**src/rtl/rss_pkg.sv**
```systemverilog
// shared constants and types for the reset strap sampler
package rss_pkg;

  // clock and strap sampling time
  localparam int CLK_PERIOD_NS = 40;
  localparam int STRAP_SAMPLE_DELAY_NS = 1500;
  // the delay is nominal, so a partial cycle rounds up to a whole one
  localparam int SAMPLE_CYCLES =
    (STRAP_SAMPLE_DELAY_NS + CLK_PERIOD_NS - 1) / CLK_PERIOD_NS;
  localparam int SAMPLE_CNT_W = 6;

  // pin positions inside the packed pin vector
  localparam int PIN_COUNT = 8;
  localparam int STRAP_HOST_SEL = 0;
  localparam int STRAP_SPI_MODE = 1;
  localparam int STRAP_INTEGRITY = 2;
  localparam int STRAP_BOOT_HOLD = 3;
  localparam int SPARE_LSB = 4;
  localparam int SPARE_MSB = 7;

  // strap level encodings
  localparam logic HOST_PORT_SPI = 1'b0;
  localparam logic HOST_PORT_I2C = 1'b1;
  localparam logic SPI_MODE_0_OR_3 = 1'b0;
  localparam logic SPI_MODE_1_OR_2 = 1'b1;
  localparam logic INTEGRITY_CRC8 = 1'b0;
  localparam logic INTEGRITY_CHECKSUM8 = 1'b1;
  localparam logic BOOT_LOAD_MAIN = 1'b0;
  localparam logic BOOT_STAY = 1'b1;

  // reset values
  localparam logic [PIN_COUNT-1:0] PIN_IDLE = 8'h00;
  localparam logic [SAMPLE_CNT_W-1:0] CNT_ZERO = 6'h00;
  localparam logic [SAMPLE_CNT_W-1:0] CNT_ONE = 6'h01;
  localparam logic [15:0] EDGE_ZERO = 16'h0000;
  localparam logic [15:0] EDGE_ONE = 16'h0001;
  localparam logic [15:0] EDGE_MAX = 16'hffff;

  // sequencer states
  typedef enum logic [1:0] {
    st_wait = 2'b01,
    st_capture = 2'b10,
    st_run = 2'b11
  } rss_state_type;

endpackage

```
**src/rtl/rss_sync.sv**
```systemverilog
// two flip-flop synchroniser for asynchronous pin levels
`timescale 1ns/1ps
module rss_sync #(
  parameter int WIDTH = 1
) (
  input wire logic clk,
  input wire logic rstn,
  input wire logic ce,
  input wire logic [WIDTH-1:0] d,
  output logic [WIDTH-1:0] q
);

  logic [WIDTH-1:0] meta;

  // meta feeds only the second stage; nothing else may look at it
  always_ff @(posedge clk or negedge rstn) begin
    if (!rstn) begin
      meta <= '0;
      q <= '0;
    end else if (ce) begin
      meta <= d;
      q <= meta;
    end
  end

endmodule

```
**src/rtl/rss_strap_sampler.sv**
```systemverilog
// reset strap sampler: latches board straps after power-on reset release
`timescale 1ns/1ps
// Notes on behaviour
// - sampled host port select low picks SPI, high picks I2C for commands
// - the host port not chosen for commands becomes the diagnostic port
// - SPI mode strap low means mode 0 or 3, high means 1 or 2
// - SPI mode applies to host SPI whatever role that port plays
// - integrity strap low means 8-bit CRC, high 8-bit checksum; host agrees
// - integrity strap covers the command port only; diagnostic uses flash
// - boot hold high stays in boot, low loads the main application
// - all strap pins undriven while power-on reset is low
// - straps sampled about 1.5 us after reset release; host holds them
// - a strap pin may drive debug data only after it was sampled
// - undriven strap reads low through weak pull-down, the zero option
// - reset active low; configuration starts on its rising edge
module rss_strap_sampler #(
  parameter int SAMPLE_CYCLES = rss_pkg::SAMPLE_CYCLES,
  parameter int CNT_W = rss_pkg::SAMPLE_CNT_W
) (
  input wire logic clk,
  input wire logic rstn,
  input wire logic ce,
  input wire logic host_port_select_strap_in,
  output logic host_port_select_strap_out,
  output logic host_port_select_strap_oe,
  input wire logic spi_mode_strap_in,
  output logic spi_mode_strap_out,
  output logic spi_mode_strap_oe,
  input wire logic integrity_method_strap_in,
  output logic integrity_method_strap_out,
  output logic integrity_method_strap_oe,
  input wire logic boot_hold_strap_in,
  output logic boot_hold_strap_out,
  output logic boot_hold_strap_oe,
  input wire logic spare_test_pin_a_in,
  output logic spare_test_pin_a_out,
  output logic spare_test_pin_a_oe,
  input wire logic spare_test_pin_b_in,
  output logic spare_test_pin_b_out,
  output logic spare_test_pin_b_oe,
  input wire logic spare_test_pin_c_in,
  output logic spare_test_pin_c_out,
  output logic spare_test_pin_c_oe,
  input wire logic spare_test_pin_d_in,
  output logic spare_test_pin_d_out,
  output logic spare_test_pin_d_oe,
  input wire logic flash_diag_checksum,
  input wire logic [rss_pkg::PIN_COUNT-1:0] debug_out_enable,
  input wire logic [rss_pkg::PIN_COUNT-1:0] debug_out_value,
  output logic strap_valid,
  output logic cmd_port_is_i2c,
  output logic diag_port_is_i2c,
  output logic host_spi_mode_1_or_2,
  output logic cmd_integrity_checksum,
  output logic diag_integrity_checksum,
  output logic stay_in_boot,
  output logic load_main_app,
  output logic spare_pin_fault
);

  logic [rss_pkg::PIN_COUNT-1:0] pin_raw;
  logic [rss_pkg::PIN_COUNT-1:0] pin_s;
  logic [rss_pkg::PIN_COUNT-1:0] pin_out;
  logic [rss_pkg::PIN_COUNT-1:0] next_pin_out;
  logic [rss_pkg::PIN_COUNT-1:0] pin_oe;
  logic [rss_pkg::PIN_COUNT-1:0] next_pin_oe;
  rss_pkg::rss_state_type state;
  rss_pkg::rss_state_type next_state;
  logic [CNT_W-1:0] cnt;
  logic [CNT_W-1:0] next_cnt;
  logic next_valid;
  logic next_cmd_i2c;
  logic next_diag_i2c;
  logic next_spi_mode;
  logic next_cmd_checksum;
  logic next_diag_checksum;
  logic next_stay_boot;
  logic next_load_main;
  logic next_spare_fault;
  logic [15:0] edges;
  logic [15:0] next_edges;

  // gather the pins into one vector so they can share a synchroniser
  assign pin_raw[rss_pkg::STRAP_HOST_SEL] = host_port_select_strap_in;
  assign pin_raw[rss_pkg::STRAP_SPI_MODE] = spi_mode_strap_in;
  assign pin_raw[rss_pkg::STRAP_INTEGRITY] = integrity_method_strap_in;
  assign pin_raw[rss_pkg::STRAP_BOOT_HOLD] = boot_hold_strap_in;
  assign pin_raw[rss_pkg::SPARE_LSB] = spare_test_pin_a_in;
  assign pin_raw[rss_pkg::SPARE_LSB+1] = spare_test_pin_b_in;
  assign pin_raw[rss_pkg::SPARE_LSB+2] = spare_test_pin_c_in;
  assign pin_raw[rss_pkg::SPARE_MSB] = spare_test_pin_d_in;

  // board levels are asynchronous to clk
  rss_sync #(
    .WIDTH(rss_pkg::PIN_COUNT)
  ) pin_sync (
    .clk(clk),
    .rstn(rstn),
    .ce(ce),
    .d(pin_raw),
    .q(pin_s)
  );

  // pin drivers, taken straight from the pin flops
  assign host_port_select_strap_out = pin_out[rss_pkg::STRAP_HOST_SEL];
  assign spi_mode_strap_out = pin_out[rss_pkg::STRAP_SPI_MODE];
  assign integrity_method_strap_out = pin_out[rss_pkg::STRAP_INTEGRITY];
  assign boot_hold_strap_out = pin_out[rss_pkg::STRAP_BOOT_HOLD];
  assign spare_test_pin_a_out = pin_out[rss_pkg::SPARE_LSB];
  assign spare_test_pin_b_out = pin_out[rss_pkg::SPARE_LSB+1];
  assign spare_test_pin_c_out = pin_out[rss_pkg::SPARE_LSB+2];
  assign spare_test_pin_d_out = pin_out[rss_pkg::SPARE_MSB];
  assign host_port_select_strap_oe = pin_oe[rss_pkg::STRAP_HOST_SEL];
  assign spi_mode_strap_oe = pin_oe[rss_pkg::STRAP_SPI_MODE];
  assign integrity_method_strap_oe = pin_oe[rss_pkg::STRAP_INTEGRITY];
  assign boot_hold_strap_oe = pin_oe[rss_pkg::STRAP_BOOT_HOLD];
  assign spare_test_pin_a_oe = pin_oe[rss_pkg::SPARE_LSB];
  assign spare_test_pin_b_oe = pin_oe[rss_pkg::SPARE_LSB+1];
  assign spare_test_pin_c_oe = pin_oe[rss_pkg::SPARE_LSB+2];
  assign spare_test_pin_d_oe = pin_oe[rss_pkg::SPARE_MSB];

  // sequencer: count out the sample delay, capture once, then hold
  always_comb begin
    next_state = state;
    next_cnt = cnt;
    next_valid = strap_valid;
    next_cmd_i2c = cmd_port_is_i2c;
    next_diag_i2c = diag_port_is_i2c;
    next_spi_mode = host_spi_mode_1_or_2;
    next_cmd_checksum = cmd_integrity_checksum;
    next_stay_boot = stay_in_boot;
    next_load_main = load_main_app;
    next_spare_fault = spare_pin_fault;
    unique case (state)
      rss_pkg::st_wait: begin
        // counting starts at the first edge after reset rises
        next_cnt = CNT_W'(cnt + rss_pkg::CNT_ONE);
        if (cnt == CNT_W'(SAMPLE_CYCLES - 1)) begin
          next_state = rss_pkg::st_capture;
        end
      end
      rss_pkg::st_capture: begin
        // an open pin reads low here, so it selects the zero option
        next_cmd_i2c = (pin_s[rss_pkg::STRAP_HOST_SEL] ==
                        rss_pkg::HOST_PORT_I2C);
        next_diag_i2c = (pin_s[rss_pkg::STRAP_HOST_SEL] ==
                         rss_pkg::HOST_PORT_SPI);
        next_spi_mode = (pin_s[rss_pkg::STRAP_SPI_MODE] ==
                         rss_pkg::SPI_MODE_1_OR_2);
        next_cmd_checksum = (pin_s[rss_pkg::STRAP_INTEGRITY] ==
                             rss_pkg::INTEGRITY_CHECKSUM8);
        next_stay_boot = (pin_s[rss_pkg::STRAP_BOOT_HOLD] ==
                          rss_pkg::BOOT_STAY);
        next_load_main = (pin_s[rss_pkg::STRAP_BOOT_HOLD] ==
                          rss_pkg::BOOT_LOAD_MAIN);
        // flag a board that drives a spare pin high at sampling
        next_spare_fault =
          |pin_s[rss_pkg::SPARE_MSB:rss_pkg::SPARE_LSB];
        next_valid = 1'b1;
        next_state = rss_pkg::st_run;
      end
      rss_pkg::st_run: begin
        // nothing reloads: only reset returns to the wait state
        next_state = rss_pkg::st_run;
      end
      default: begin
        next_state = rss_pkg::st_wait;
      end
    endcase
  end

  always_ff @(posedge clk or negedge rstn) begin
    if (!rstn) begin
      state <= rss_pkg::st_wait;
      cnt <= CNT_W'(rss_pkg::CNT_ZERO);
      strap_valid <= 1'b0;
      cmd_port_is_i2c <= 1'b0;
      diag_port_is_i2c <= 1'b0;
      host_spi_mode_1_or_2 <= 1'b0;
      cmd_integrity_checksum <= 1'b0;
      stay_in_boot <= 1'b0;
      load_main_app <= 1'b0;
      spare_pin_fault <= 1'b0;
    end else if (ce) begin
      state <= next_state;
      cnt <= next_cnt;
      strap_valid <= next_valid;
      cmd_port_is_i2c <= next_cmd_i2c;
      diag_port_is_i2c <= next_diag_i2c;
      host_spi_mode_1_or_2 <= next_spi_mode;
      cmd_integrity_checksum <= next_cmd_checksum;
      stay_in_boot <= next_stay_boot;
      load_main_app <= next_load_main;
      spare_pin_fault <= next_spare_fault;
    end
  end

  // diagnostic port integrity follows the stored flash setting, not a pin
  always_comb begin
    next_diag_checksum = flash_diag_checksum;
  end

  always_ff @(posedge clk or negedge rstn) begin
    if (!rstn) begin
      diag_integrity_checksum <= 1'b0;
    end else if (ce) begin
      diag_integrity_checksum <= next_diag_checksum;
    end
  end

  // debug drive is gated by the registered valid, so a pin can never
  // turn around in the same cycle its level is being captured
  always_comb begin
    next_pin_oe = rss_pkg::PIN_IDLE;
    next_pin_out = rss_pkg::PIN_IDLE;
    if (strap_valid) begin
      next_pin_oe = debug_out_enable;
      next_pin_out = debug_out_enable & debug_out_value;
    end
  end

  // reset clears the enables at once: pins float while reset is low
  always_ff @(posedge clk or negedge rstn) begin
    if (!rstn) begin
      pin_oe <= rss_pkg::PIN_IDLE;
      pin_out <= rss_pkg::PIN_IDLE;
    end else if (ce) begin
      pin_oe <= next_pin_oe;
      pin_out <= next_pin_out;
    end
  end

  // enabled edges since reset release, read only by the checks below
  always_comb begin
    next_edges = edges;
    if (ce && edges != rss_pkg::EDGE_MAX) begin
      next_edges = 16'(edges + rss_pkg::EDGE_ONE);
    end
  end

  always_ff @(posedge clk or negedge rstn) begin
    if (!rstn) begin
      edges <= rss_pkg::EDGE_ZERO;
    end else begin
      edges <= next_edges;
    end
  end
endmodule

```
**config.mk**
```make
export PLATFORM = sky130hd
export DESIGN_NAME = rss_strap_sampler
export DESIGN_NICKNAME = d
export VERILOG_FILES = /design/src/rtl/rss_pkg.sv /design/src/rtl/rss_sync.sv /design/src/rtl/rss_strap_sampler.sv
export SDC_FILE = /design/constraint.sdc
export NUM_CORES = 1
export LEC_CHECK = 0
export BUFFER_PORTS_ARGS = -buffer_cell sky130_fd_sc_hd__buf_2
export CORE_ASPECT_RATIO = 0.8
export CORE_MARGIN = 2
export CORE_UTILIZATION = 55
export DETAILED_ROUTE_END_ITERATION = 12
export PLACE_DENSITY_LB_ADDON = 0.05
export SLEW_MARGIN = 10
export SYNTH_ARGS = -nofsm -noshare
export SYNTH_HDL_FRONTEND = slang
export SYNTH_SLANG_ARGS = --single-unit
```
**constraint.sdc**
```tcl
create_clock -name clk -period 2.9 [get_ports clk]
set_clock_uncertainty 0.15 [all_clocks]
set_input_delay 0 -clock clk [delete_from_list [all_inputs] [get_ports clk]]
set_output_delay 0 -clock clk [all_outputs]
set_load 0.02 [all_outputs]
```
== Word-level counts from Yosys, hierarchy flattened ==
Cells that the tools add are included.

* Reduce and logical (&&, ||, !) cells: 5
* Mux-type cells: 4
* Equal/unequal tests: 5
* $add $sub $neg: 1
* Bitwise logic cells: 3

{| class="wikitable"
|+ Operator list
! operator !! count
|-
| $mux W8 || 2
|-
| $and A8 B8 Y8 || 1
|-
| $add A6 B1 Y6 const B || 1
|-
| $eq A6 B6 Y1 const B || 1
|-
| $reduce_and A2 Y1 || 3
|-
| $eq A2 B2 Y1 const B || 2
|-
| $pmux W2 S2 || 1
|-
| $reduce_or A4 Y1 || 1
|-
| $eq A2 B1 Y1 const B || 1
|-
| $mux W2 || 1
|-
| $ne A2 B2 Y1 const B || 1
|-
| $not A1 Y1 || 2
|-
| $reduce_or A2 Y1 || 1
|}

* Output and inout bits: 25
* Register bits: 49
* Input port bits: 28

== Depth between registers and ports, before layout ==
Gate-level depths: netlist of the first run.

* Depth in word-level cells: 3
* Depth in mapped cells: 5
* Gate-level depth less buffers: 5

== Hierarchy ==
Synthesis of the first run repeated with hierarchy kept, for this count alone.

* Cell total of the unflattened synthesis: 162
* Area total of the unflattened synthesis: 2015.7 sq um

{| class="wikitable"
|+ Modules (own cells, without submodules)
! module !! cells each !! sequential area each (sq um) !! area each (sq um) !! times used
|-
| rss_strap_sampler || 128 || 827.0 || 1366.3 || 1
|-
| rss_sync || 34 || 400.4 || 649.4 || 1
|}

== Worst setup path after synthesis of the first run ==
OpenSTA, ideal clock, no wires.

* Kind: flip-flop to flip-flop
* From: reg cnt[1]
* To: reg state[0]
* Cell stages (with the launch flop): 6
* Arrival: 1241 ps
* Library setup time: 79 ps
* Slack: 1430 ps
* Path buffers: 0
* Path through: dfrtp_1 > inv_1 > ha_1 > nand2_1 > or4_4 > a22o_1

* Cells in the longest elaborated chain, start to end: 3

{| class="wikitable"
|+ Ends and longest elaborated chain
! item !! RTL line !! RTL
|-
| start: declaration || rss_strap_sampler.sv:69 || <nowiki>logic [CNT_W-1:0] cnt;</nowiki>
|-
| start signal: assignment || rss_strap_sampler.sv:175 || <nowiki>cnt <= CNT_W'(rss_pkg::CNT_ZERO);</nowiki>
|-
| start signal: assignment || rss_strap_sampler.sv:186 || <nowiki>cnt <= next_cnt;</nowiki>
|-
| $eq A6 B6 Y1 || rss_strap_sampler.sv:138 || <nowiki>if (cnt == CNT_W'(SAMPLE_CYCLES - 1)) begin</nowiki>
|-
| $ne A2 B2 Y1 (no line) || -- ||
|-
| $reduce_and A2 Y1 (no line) || -- ||
|-
| end signal: assignment || rss_strap_sampler.sv:174 || <nowiki>state <= rss_pkg::st_wait;</nowiki>
|-
| end signal: assignment || rss_strap_sampler.sv:185 || <nowiki>state <= next_state;</nowiki>
|-
| end: declaration || rss_strap_sampler.sv:67 || <nowiki>rss_pkg::rss_state_type state;</nowiki>
|}

Every way passes these cells.
A chain may end at the register's enable or synchronous reset.

== Final worst setup path of the first run ==
* From: reg strap_valid
* To: reg pin_out[5] (netlist bit)

* Cells in the longest elaborated chain, start to end: 1

{| class="wikitable"
|+ Ends and longest elaborated chain
! item !! RTL line !! RTL
|-
| start: declaration || rss_strap_sampler.sv:50 || <nowiki>output logic strap_valid,</nowiki>
|-
| start signal: assignment || rss_strap_sampler.sv:187 || <nowiki>strap_valid <= next_valid;</nowiki>
|-
| $mux W8 || rss_strap_sampler.sv:216 || <nowiki>if (strap_valid) begin</nowiki>
|-
| end signal: assignment || rss_strap_sampler.sv:226 || <nowiki>pin_out <= rss_pkg::PIN_IDLE;</nowiki>
|-
| end signal: assignment || rss_strap_sampler.sv:229 || <nowiki>pin_out <= next_pin_out;</nowiki>
|-
| end: declaration || rss_strap_sampler.sv:63 || <nowiki>logic [rss_pkg::PIN_COUNT-1:0] pin_out;</nowiki>
|}

Every way passes these cells.

==> reports/qor.tcl, run 1 <==
set qor(min-delay-start) {ce}
set qor(crit_path_end_kind) {flip-flop}
set qor(postSynthAreaPerCell_um2) 12.13
set qor(dr.first_iter.drc_count) 61
set qor(drt_wl_total_um) 4073
set qor(timing_hold_violations_final) 0
set qor(cts.clk_slew.worst_paths_ns) 0.09
set qor(num_io_pins) 53
set qor(crit_arrival_ns) 1.84
set qor(worst_skew_pair.late_latency_ns) 0.30
set qor(diodes) 0
set qor(fin_area_mm2) 0.002606
set qor(detailedRoute.firstPassIterationCount) 4
set qor(global_route_wire_length_before_repair_um) 6893
set qor(critical-path-top-delay-family) {flip-flops}
set qor(timing.slew.headroom) 0.3044
set qor(core.rowCount) 19
set qor(timing.final.crit_share) 0.6086
set qor(antenna_found_initial) 0
set qor(post-route-drc-count) 0
set qor(die_w_um) 70.63
set qor(crit_chain) {nand4_1, dlygate4sd3_1, o21ai_0}
set qor(place.detailed.instances) 247
set qor(layout_commonest_cell) {sky130_fd_sc_hd__buf_2}
set qor(initial_utilization) 0.5705
set qor(largest_net_degree_at_the_start_of_global_routing) 50
set qor(achievable-frequency_mhz) 566.6
set qor(share_of_the_synthesized_netlist_area_taken_by_xor_and_xnor_gates) 0.02242
set qor(drt-wirelength-per-cell_um) 14.39
set qor(p_sw_frac) 0.2830
set qor(power_density_mw_per_mm2) 575.9
set qor(drv_slew) 0
set qor(slowest_stage) {sky130_fd_sc_hd__dfrtp_1}
set qor(finalSetupViolations) 0
set qor(synth.net_count) 191
set qor(timing.setup.critical_path_class) {flip-flop to flip-flop}
set qor(synth.yosys.warnings) 0
set qor(cp-start-kind) {flip-flop}
set qor(timing.critical_path.required_ns) 2.98
set qor(worstPathBufferInverterCount) 1
set qor(final_period_minus_worst_setup_slack_ns) 1.765
set qor(place.detailed.hpwl_um) 2425
set qor(ys_seq_area_frac) 0.6284
set qor(clockPowerShare) 0.243
set qor(coreArea_mm2) 0.003423
set qor(unrepaired_setup_endpoints_after_global_routing) {false}
set qor(final.setup.tns_ns) 0
set qor(portBuffers) 52
set qor(via_count) 1463
set qor(cells_after_synth) 161
set qor(clock_sinks) 49
set qor(actual_slew_at_the_worst_max_slew_pin_ns) 1.043
set qor(clock_h_tree_levels) 2
set qor(grt_use_total) 0.2225
set qor(worst_reg2reg_path_startpoint) {strap_valid$_DFFE_PN0P_}
set qor(detail_route.vias_per_cell) 5.170
set qor(cts_inserted_buffers) 5
set qor(cts_tree) {built}
set qor(placement.cell_area_mm2) 0.002232
set qor(layout.cells.most_common_list) {sky130_fd_sc_hd__buf_2, sky130_fd_sc_hd__dfrtp_1, sky130_fd_sc_hd__dlygate4sd3_1, sky130_fd_sc_hd__mux2_2, sky130_fd_sc_hd__o21ai_0}
set qor(post_synth_instance_area_mm2) 0.001953
set qor(critical_path_maximum_fanout) 18
set qor(synth_compound_gate_area_share) 0.05958
set qor(min-delay-path-class) {input port to flip-flop}
set qor(final_antenna_net_count) 0
set qor(finish.cell_count_without_fillers) 283
set qor(num-nets-final) 272
set qor(die-height_um) 57.30
set qor(run_status) {complete, no violations}
set qor(ctsResizeCount) 0
set qor(startpoint) {strap_valid$_DFFE_PN0P_}
set qor(main_combinational_cell_family_by_area_after_synthesis) {multiplexers}
set qor(peak_supply_drop_uv) 465.9
set qor(post-cts-setup-buffer-count) 0
set qor(timing.critical_path.slowest_cell_delay_ns) 0.72
set qor(gp_congestion) 0.7894
set qor(cts_buffer_depth) 2
set qor(synth.ff_latch_count) 49
set qor(grt_pass1_vias) 1497
set qor(synth_adder_area_share) 0.01281
set qor(maxCapViolations) 0
set qor(power.share.combinational) 0.181
set qor(area_delta_synth_final_pct) 33.44
set qor(area_of_the_die_mm2) 0.004047
set qor(post_route_cells_drive_above_1_share) 0.3444
set qor(cellInternalPower_mw) 1.076
set qor(globalRouteOverflowTotal) 0
set qor(p_switching_mw) 0.4249
set qor(synth_mux_area_frac) 0.1211
set qor(cts_root_buf) {sky130_fd_sc_hd__clkbuf_8}
set qor(seq_power_share) 0.576
set qor(netlist-cell-type-count) 24
set qor(simple_gate_share_of_the_synthesized_area) 0.09994
set qor(power.leakage_nw) 1.266
-- timing repair --
item,in CTS,in global routing
endpoints found under the hold margin,73,0
endpoints found under the setup margin,0,0
hold buffers,30,0
-- area by class of cell --
cell class,instances,area (µm²)
clock buffers,5,68.82
clock inverters,1,5.005
fillers,230,817.0
inverters,18,67.56
flip-flops and latches,49,1227
repair buffers,83,568.0
multi-input cells,85,616.8
well taps,42,52.55
-- flip-flops by register name (all words and copies together) (netlist names), 2 cells and up --
register	count
cnt	6
state	2
pin_sync.q	8
pin_oe	8
pin_out	8
pin_sync.meta	8
-- cell usage after synthesis (all sizes together) --
master / instances / share of area
nor2: 1 / 0.0019
nand2: 9 / 0.019
buf: 4 / 0.012
ha: 2 / 0.013
dfrtp: 48 / 0.61
a22o: 1 / 0.0045
nand3b: 2 / 0.0077
o21ai: 20 / 0.051
o21bai: 1 / 0.0038
dfstp: 1 / 0.013
nand4: 8 / 0.026
nand3: 8 / 0.021
or4: 1 / 0.0058
xnor2: 2 / 0.0090
nand4b: 1 / 0.0045
mux2: 21 / 0.12
inv: 18 / 0.035
nor3: 1 / 0.0026
nand2b: 2 / 0.0064
nor4: 2 / 0.0064
xor2: 3 / 0.013
clkbuf: 5 / 0.0096
-- layer usage --
layer	part of all wire	up-vias	wire (µm)	global-route usage
met5	0	-	0	0
met4	0.014	0	57	0.07278
met3	0.049	8	201	0.06714
met2	0.50	39	2056	0.3854
met1	0.43	714	1757	0.2713
li1	-	702	-	-
-- power by group through the flow --
stage,Clock (mW),Combinational [mW],Sequential (mW)
finish,0.364,0.272,0.865
global route,0.406,0.308,0.880
CTS,0.376,0.273,0.863
detailed placement,0,0.241,0.876
global placement,0,0.233,0.865
floorplan,0,0.152,0.872
-- final timing paths --
check	to	slack [ns]	cells past startpoint
max	pin_out[5]$_DFFE_PN0P_	1.14	3
min	pin_out[5]$_DFFE_PN0P_	0.04	2
max reg2reg	pin_out[5]$_DFFE_PN0P_	1.14	3
min reg2reg	cnt[5]$_DFFE_PN0P_	0.33	1
max in group asynchronous	pin_sync.meta[5]$_DFFE_PN0P_	1.67	2
min in group asynchronous	pin_oe[5]$_DFFE_PN0P_	0.28	2
-- cells by family after synthesis --
group | after synthesis
xor gates and xnor gates | 5
adders and majority gates | 2
muxes | 21
and+or+nand+nor | 35
AOI/OAI and AO/OA | 22
DFF | 49
buffers and inverters | 27
-- metrics by stage --
step                power [mW]  setup slack, ns    util  hold WS, ns
detailed placement       1.117            1.303  0.6520      0.08574
finish                   1.501            1.135  0.7613      0.03750
global placement         1.098            1.364  0.6520      0.07469
floorplan                1.024            1.430       -      -0.4456
global route             1.593           0.9969  0.7613      0.06997
CTS                      1.512            1.188  0.7613      0.02447
No activity file was read; power rests on OpenSTA's default activity.
==> inputs of run 2 (changes only) <==
- CORE_UTILIZATION: 55 -> 46
- clock period: 2.9 -> 1.51 ns (I/O delays scaled with it)
==> reports/qor.tcl, run 2 (synthesis results as in run 1) <==
set qor(place.detailed.instances) 268
set qor(violated_checks) {negative setup slack}
set qor(preCtsSetupSlack_ns) -0.01284
set qor(coreArea_mm2) 0.004125
set qor(place.detailed.hpwl_um) 2679
set qor(peak_supply_drop_uv) 758.6
set qor(diodes) 0
set qor(final.hold.worst_slack_ns) 0.07466
set qor(timing.critical_path.slowest_cell_delay_ns) 0.42
set qor(p_sw_frac) 0.2689
set qor(final.setup.tns_ns) -0.00009748
set qor(timing_hold_violations_final) 0
set qor(layout.filler_cells) 335
set qor(area_of_the_die_mm2) 0.004786
set qor(detailedRoute.firstPassIterationCount) 4
set qor(worst_skew_pair.late_latency_ns) 0.29
set qor(portBuffers) 52
set qor(clockPowerShare) 0.245
set qor(post_route_cells_drive_above_1_share) 0.3725
set qor(min-delay-path-class) {input port to asynchronous set/reset pin}
set qor(crit_path_end_kind) {flip-flop}
set qor(totalPowerFinal_mw) 3.002
set qor(num_io_pins) 53
set qor(worst_r2r_path_depth) 5
set qor(die-height_um) 62.28
set qor(timing.critical_path.required_ns) 1.58
set qor(area_delta_synth_final_pct) 37.99
set qor(power.leakage_nw) 1.318
set qor(clock_sinks) 49
set qor(globalRouteOverflowTotal) 0
set qor(drv_slew) 0
set qor(finalSetupViolations) 1
set qor(fin_area_mm2) 0.002695
set qor(drt_wl_total_um) 3901
set qor(critical-path-top-delay-family) {simple AND/OR/NAND/NOR gates}
set qor(slowest_stage) {sky130_fd_sc_hd__or4_4}
set qor(seq_power_share) 0.546
set qor(crit_chain) {inv_1, ha_1, nand2_1, or4_4, a22o_1}
set qor(grt_pass1_vias) 1580
set qor(initial_utilization) 0.4735
set qor(layout_commonest_cell) {sky130_fd_sc_hd__buf_2}
set qor(p_switching_mw) 0.8072
set qor(critical_path_maximum_fanout) 2
set qor(final_period_minus_worst_setup_slack_ns) 1.510
set qor(final_antenna_net_count) 0
set qor(cellInternalPower_mw) 2.195
set qor(crit_cells) 5
set qor(power_density_mw_per_mm2) 1114
set qor(final_critical_path_setup_slack_ns) -0.00009748
set qor(detail_route.vias_per_cell) 4.766
set qor(cp-start-kind) {flip-flop}
set qor(clock_h_tree_levels) 2
set qor(largest_net_degree_at_the_start_of_global_routing) 37
set qor(cts_buffer_depth) 2
set qor(crit_arrival_ns) 1.58
set qor(finish.cell_count_without_fillers) 304
set qor(core.rowCount) 21
set qor(timing.setup.critical_path_class) {flip-flop to flip-flop}
set qor(cts_root_buf) {sky130_fd_sc_hd__clkbuf_8}
set qor(power.share.combinational) 0.209
set qor(placement.cell_area_mm2) 0.002321
set qor(layout.cells.most_common_list) {sky130_fd_sc_hd__buf_2, sky130_fd_sc_hd__dfrtp_1, sky130_fd_sc_hd__dlygate4sd3_1, sky130_fd_sc_hd__mux2_2, sky130_fd_sc_hd__o21ai_0}
set qor(worstPathBufferInverterCount) 1
set qor(dr.first_iter.drc_count) 40
set qor(drt-wirelength-per-cell_um) 12.83
set qor(num-nets-final) 277
set qor(maxCapViolations) 0
set qor(timing.final.crit_share) 1.000
set qor(antenna_found_initial) 0
set qor(actual_slew_at_the_worst_max_slew_pin_ns) 0.5564
set qor(grt_use_total) 0.1797
set qor(post-route-drc-count) 0
set qor(finished_core_util) 0.6533
set qor(achievable-frequency_mhz) 662.2
set qor(multi_input_logic_area_um2) 619.3
set qor(unrepaired_setup_endpoints_after_global_routing) {true}
set qor(sequential_cell_area_mm2) 0.001227
set qor(run_status) {complete, but fails checks}
set qor(cts_tree) {built}
set qor(global_route_wire_length_before_repair_um) 6817
set qor(cts_inserted_buffers) 5
set qor(gp_congestion) 0.7101
set qor(timing.slew.headroom) 0.6291
set qor(via_count) 1449
set qor(die_w_um) 76.85
set qor(cts.clk_slew.worst_paths_ns) 0.08
==> run 2: area by class of cell <==
type / count / share of cell area
flip-flops and latches: 49 / 0.4554
repair buffers: 88 / 0.2312
multi-input cells: 85 / 0.2298
clock buffers: 7 / 0.03203
well taps: 57 / 0.02646
inverters: 18 / 0.02507
==> run 2: power by group through the flow <==
stage / clock, mW / sequential (mW) / combinational, mW
3_5_place_dp: 0 / 1.66 / 0.543
4_1_cts: 0.767 / 1.64 / 0.621
3_3_place_gp: 0 / 1.64 / 0.520
2_1_floorplan: 0 / 1.68 / 0.291
6_report: 0.737 / 1.64 / 0.628
5_1_grt: 0.827 / 1.67 / 0.697
==> run 2: routing by layer <==
metal	vias to the layer above	GRT usage	part of all wire
li1	720	-	-
met3	4	0.04651	0.043
met1	692	0.2137	0.44
met2	33	0.3235	0.51
met5	-	0	0
met4	0	0.04773	0.0067
==> run 2: worst paths after layout <==
path	startpoint	end	slack (ns)
max	cnt[1]$_DFFE_PN0P_	state[0]$_DFFE_PN1P_	-0.0001
min	rstn	pin_out[3]$_DFFE_PN0P_	0.07
max reg2reg	cnt[1]$_DFFE_PN0P_	state[0]$_DFFE_PN1P_	-0.0001
min reg2reg	cnt[5]$_DFFE_PN0P_	cnt[5]$_DFFE_PN0P_	0.33
max in group asynchronous	rstn	pin_sync.meta[3]$_DFFE_PN0P_	0.62
min in group clk	spare_test_pin_a_in	pin_sync.meta[4]$_DFFE_PN0P_	0.32
==> run 2: repair_timing <==
item / in CTS / in global routing
pin swaps: 1 / 1
setup buffers: 1 / 1
setup endpoints to repair: 1 / 3
gates resized for setup: 0 / 1
cloned: 0 / 0
hold buffers: 27 / 0
endpoints found under the hold margin: 76 / 0
==> inputs of run 3 (changes only) <==
- CORE_UTILIZATION: 46 -> 40
- SETUP_SLACK_MARGIN: not set -> 0.3
==> reports/qor.tcl, run 3 (synthesis results as in run 1) <==
set qor(run_status) {complete, no violations}
set qor(dr.first_iter.drc_count) 63
set qor(layout.cells.most_common_list) {sky130_fd_sc_hd__buf_2, sky130_fd_sc_hd__dfrtp_1, sky130_fd_sc_hd__dlygate4sd3_1, sky130_fd_sc_hd__inv_1, sky130_fd_sc_hd__mux2_2}
set qor(layout_commonest_cell) {sky130_fd_sc_hd__buf_2}
set qor(num_io_pins) 53
set qor(grt_use_total) 0.1620
set qor(final_period_minus_worst_setup_slack_ns) 1.466
set qor(num-nets-final) 281
set qor(drv_slew) 0
set qor(timing.critical_path.slowest_cell_delay_ns) 0.42
set qor(cts_buffer_depth) 2
set qor(timing.final.crit_share) 0.9711
set qor(via_count) 1455
set qor(peak_supply_drop_uv) 553.1
set qor(post_route_cells_drive_above_1_share) 0.4200
set qor(drt_wl_total_um) 3968
set qor(worst_skew_pair.late_latency_ns) 0.29
set qor(finalSetupViolations) 0
set qor(place.detailed.instances) 272
set qor(timing.slew.headroom) 0.6417
set qor(place.detailed.hpwl_um) 2633
set qor(worstPathBufferInverterCount) 1
set qor(grt_pass1_vias) 1486
set qor(diodes) 0
set qor(core.rowCount) 22
set qor(clock_sinks) 49
set qor(finished_core_util) 0.6017
set qor(crit_path_end_kind) {flip-flop}
set qor(die_w_um) 82.13
set qor(coreArea_mm2) 0.004652
set qor(die-height_um) 66.50
set qor(timing.setup.critical_path_class) {flip-flop to flip-flop}
set qor(power.leakage_nw) 1.358
set qor(totalPowerFinal_mw) 3.073
set qor(clock_h_tree_levels) 2
set qor(initial_utilization) 0.4198
set qor(final.hold.worst_slack_ns) 0.03770
set qor(worst_reg2reg_path_startpoint) {cnt[1]$_DFFE_PN0P_}
set qor(placement.cell_area_mm2) 0.002341
set qor(finish.cell_count_without_fillers) 310
set qor(cts_tree) {built}
set qor(crit_chain) {inv_1, ha_1, nand2_1, or4_4, a22o_1}
set qor(startpoint) {cnt[1]$_DFFE_PN0P_}
set qor(detail_route.vias_per_cell) 4.694
set qor(antenna_found_initial) 0
set qor(achievable-frequency_mhz) 682.0
set qor(detailedRoute.firstPassIterationCount) 4
set qor(critical-path-top-delay-family) {simple AND/OR/NAND/NOR gates}
set qor(cp-start-kind) {flip-flop}
set qor(min-delay-path-class) {input port to flip-flop}
set qor(cts_root_buf) {sky130_fd_sc_hd__clkbuf_8}
set qor(global_route_wire_length_before_repair_um) 6617
set qor(maxCapViolations) 0
set qor(timing_hold_violations_final) 0
set qor(portBuffers) 52
set qor(final_critical_path_setup_slack_ns) 0.04362
set qor(cts_inserted_buffers) 5
set qor(crit_arrival_ns) 1.54
set qor(preCtsSetupSlack_ns) 0.05418
set qor(largest_net_degree_at_the_start_of_global_routing) 35
set qor(min-delay-start) {ce}
set qor(final.setup.tns_ns) 0
set qor(globalRouteOverflowTotal) 0
set qor(fin_area_mm2) 0.002799
set qor(slowest_stage) {sky130_fd_sc_hd__or4_4}
set qor(actual_slew_at_the_worst_max_slew_pin_ns) 0.5375
set qor(timing.critical_path.required_ns) 1.58
set qor(power_density_mw_per_mm2) 1098
set qor(critical_path_maximum_fanout) 2
set qor(unrepaired_setup_endpoints_after_global_routing) {true}
set qor(final_antenna_net_count) 0
set qor(gp_congestion) 0.6948
set qor(post-route-drc-count) 0
set qor(drt-wirelength-per-cell_um) 12.80
set qor(cts.clk_slew.worst_paths_ns) 0.08
set qor(area_delta_synth_final_pct) 43.31
set qor(area_of_the_die_mm2) 0.005461
-- run 3: cell count changes in the layout (fill, tap and decap cells not counted), sizes merged --
cell,before,now
buf,61,65
clkbuf,7,5
clkinv,0,1
-- run 3: area by class of cell --
type / instances / area, µm²
clock buffers: 5 / 68.82
clock inverters: 1 / 5.005
fillers: 406 / 1853
inverters: 18 / 67.56
multi-input cells: 85 / 685.7
flip-flops and latches: 49 / 1229
well taps: 60 / 75.07
repair buffers: 92 / 668.1
-- run 3: power by group --
part / switching (mW) / leakage, nW / internal (mW)
registers: 0.126 / 0.631 / 1.50
logic: 0.369 / 0.687 / 0.394
clock network: 0.383 / 0.0399 / 0.305
-- run 3: metal layers --
metal  vias up  routed length, µm  global-route usage
met5         -                  0                   0
met1       699               1821              0.1988
met4         0                 39             0.05000
met3         5                192             0.04201
li1        723                  -                   -
met2        28               1915              0.2795
-- run 3: what timing repair did --
item / in CTS / in global routing
gates resized for setup: 11 / 8
hold endpoints to repair: 75 / 0
endpoints found under the setup margin: 17 / 16
cloned: 0 / 0
setup buffers: 4 / 1
pin swaps: 7 / 3
hold buffers: 27 / 0
-- run 3: final timing paths --
check                                     endpoint  slack (ns)  cells past startpoint
hold / removal                state[1]$_DFFE_PN0P_        0.04                      4
max in group asynchronous  strap_valid$_DFFE_PN0P_        0.61                      3
setup / recovery              state[0]$_DFFE_PN1P_        0.04                      5
hold reg to reg                 cnt[5]$_DFFE_PN0P_        0.32                      1
setup reg to reg              state[0]$_DFFE_PN1P_        0.04                      5
min in group asynchronous       cnt[3]$_DFFE_PN0P_        0.07                      2
-- run 3: worst min-delay path: cells and delay by family --
| family | cells | cell delay, ns |
|---|---|---|
| AO/OA/AOI/OAI | 1 | 0.06 |
| AND/OR/NAND/NOR | 2 | 0.26 |
| buffers and inverters | 1 | 0.13 |
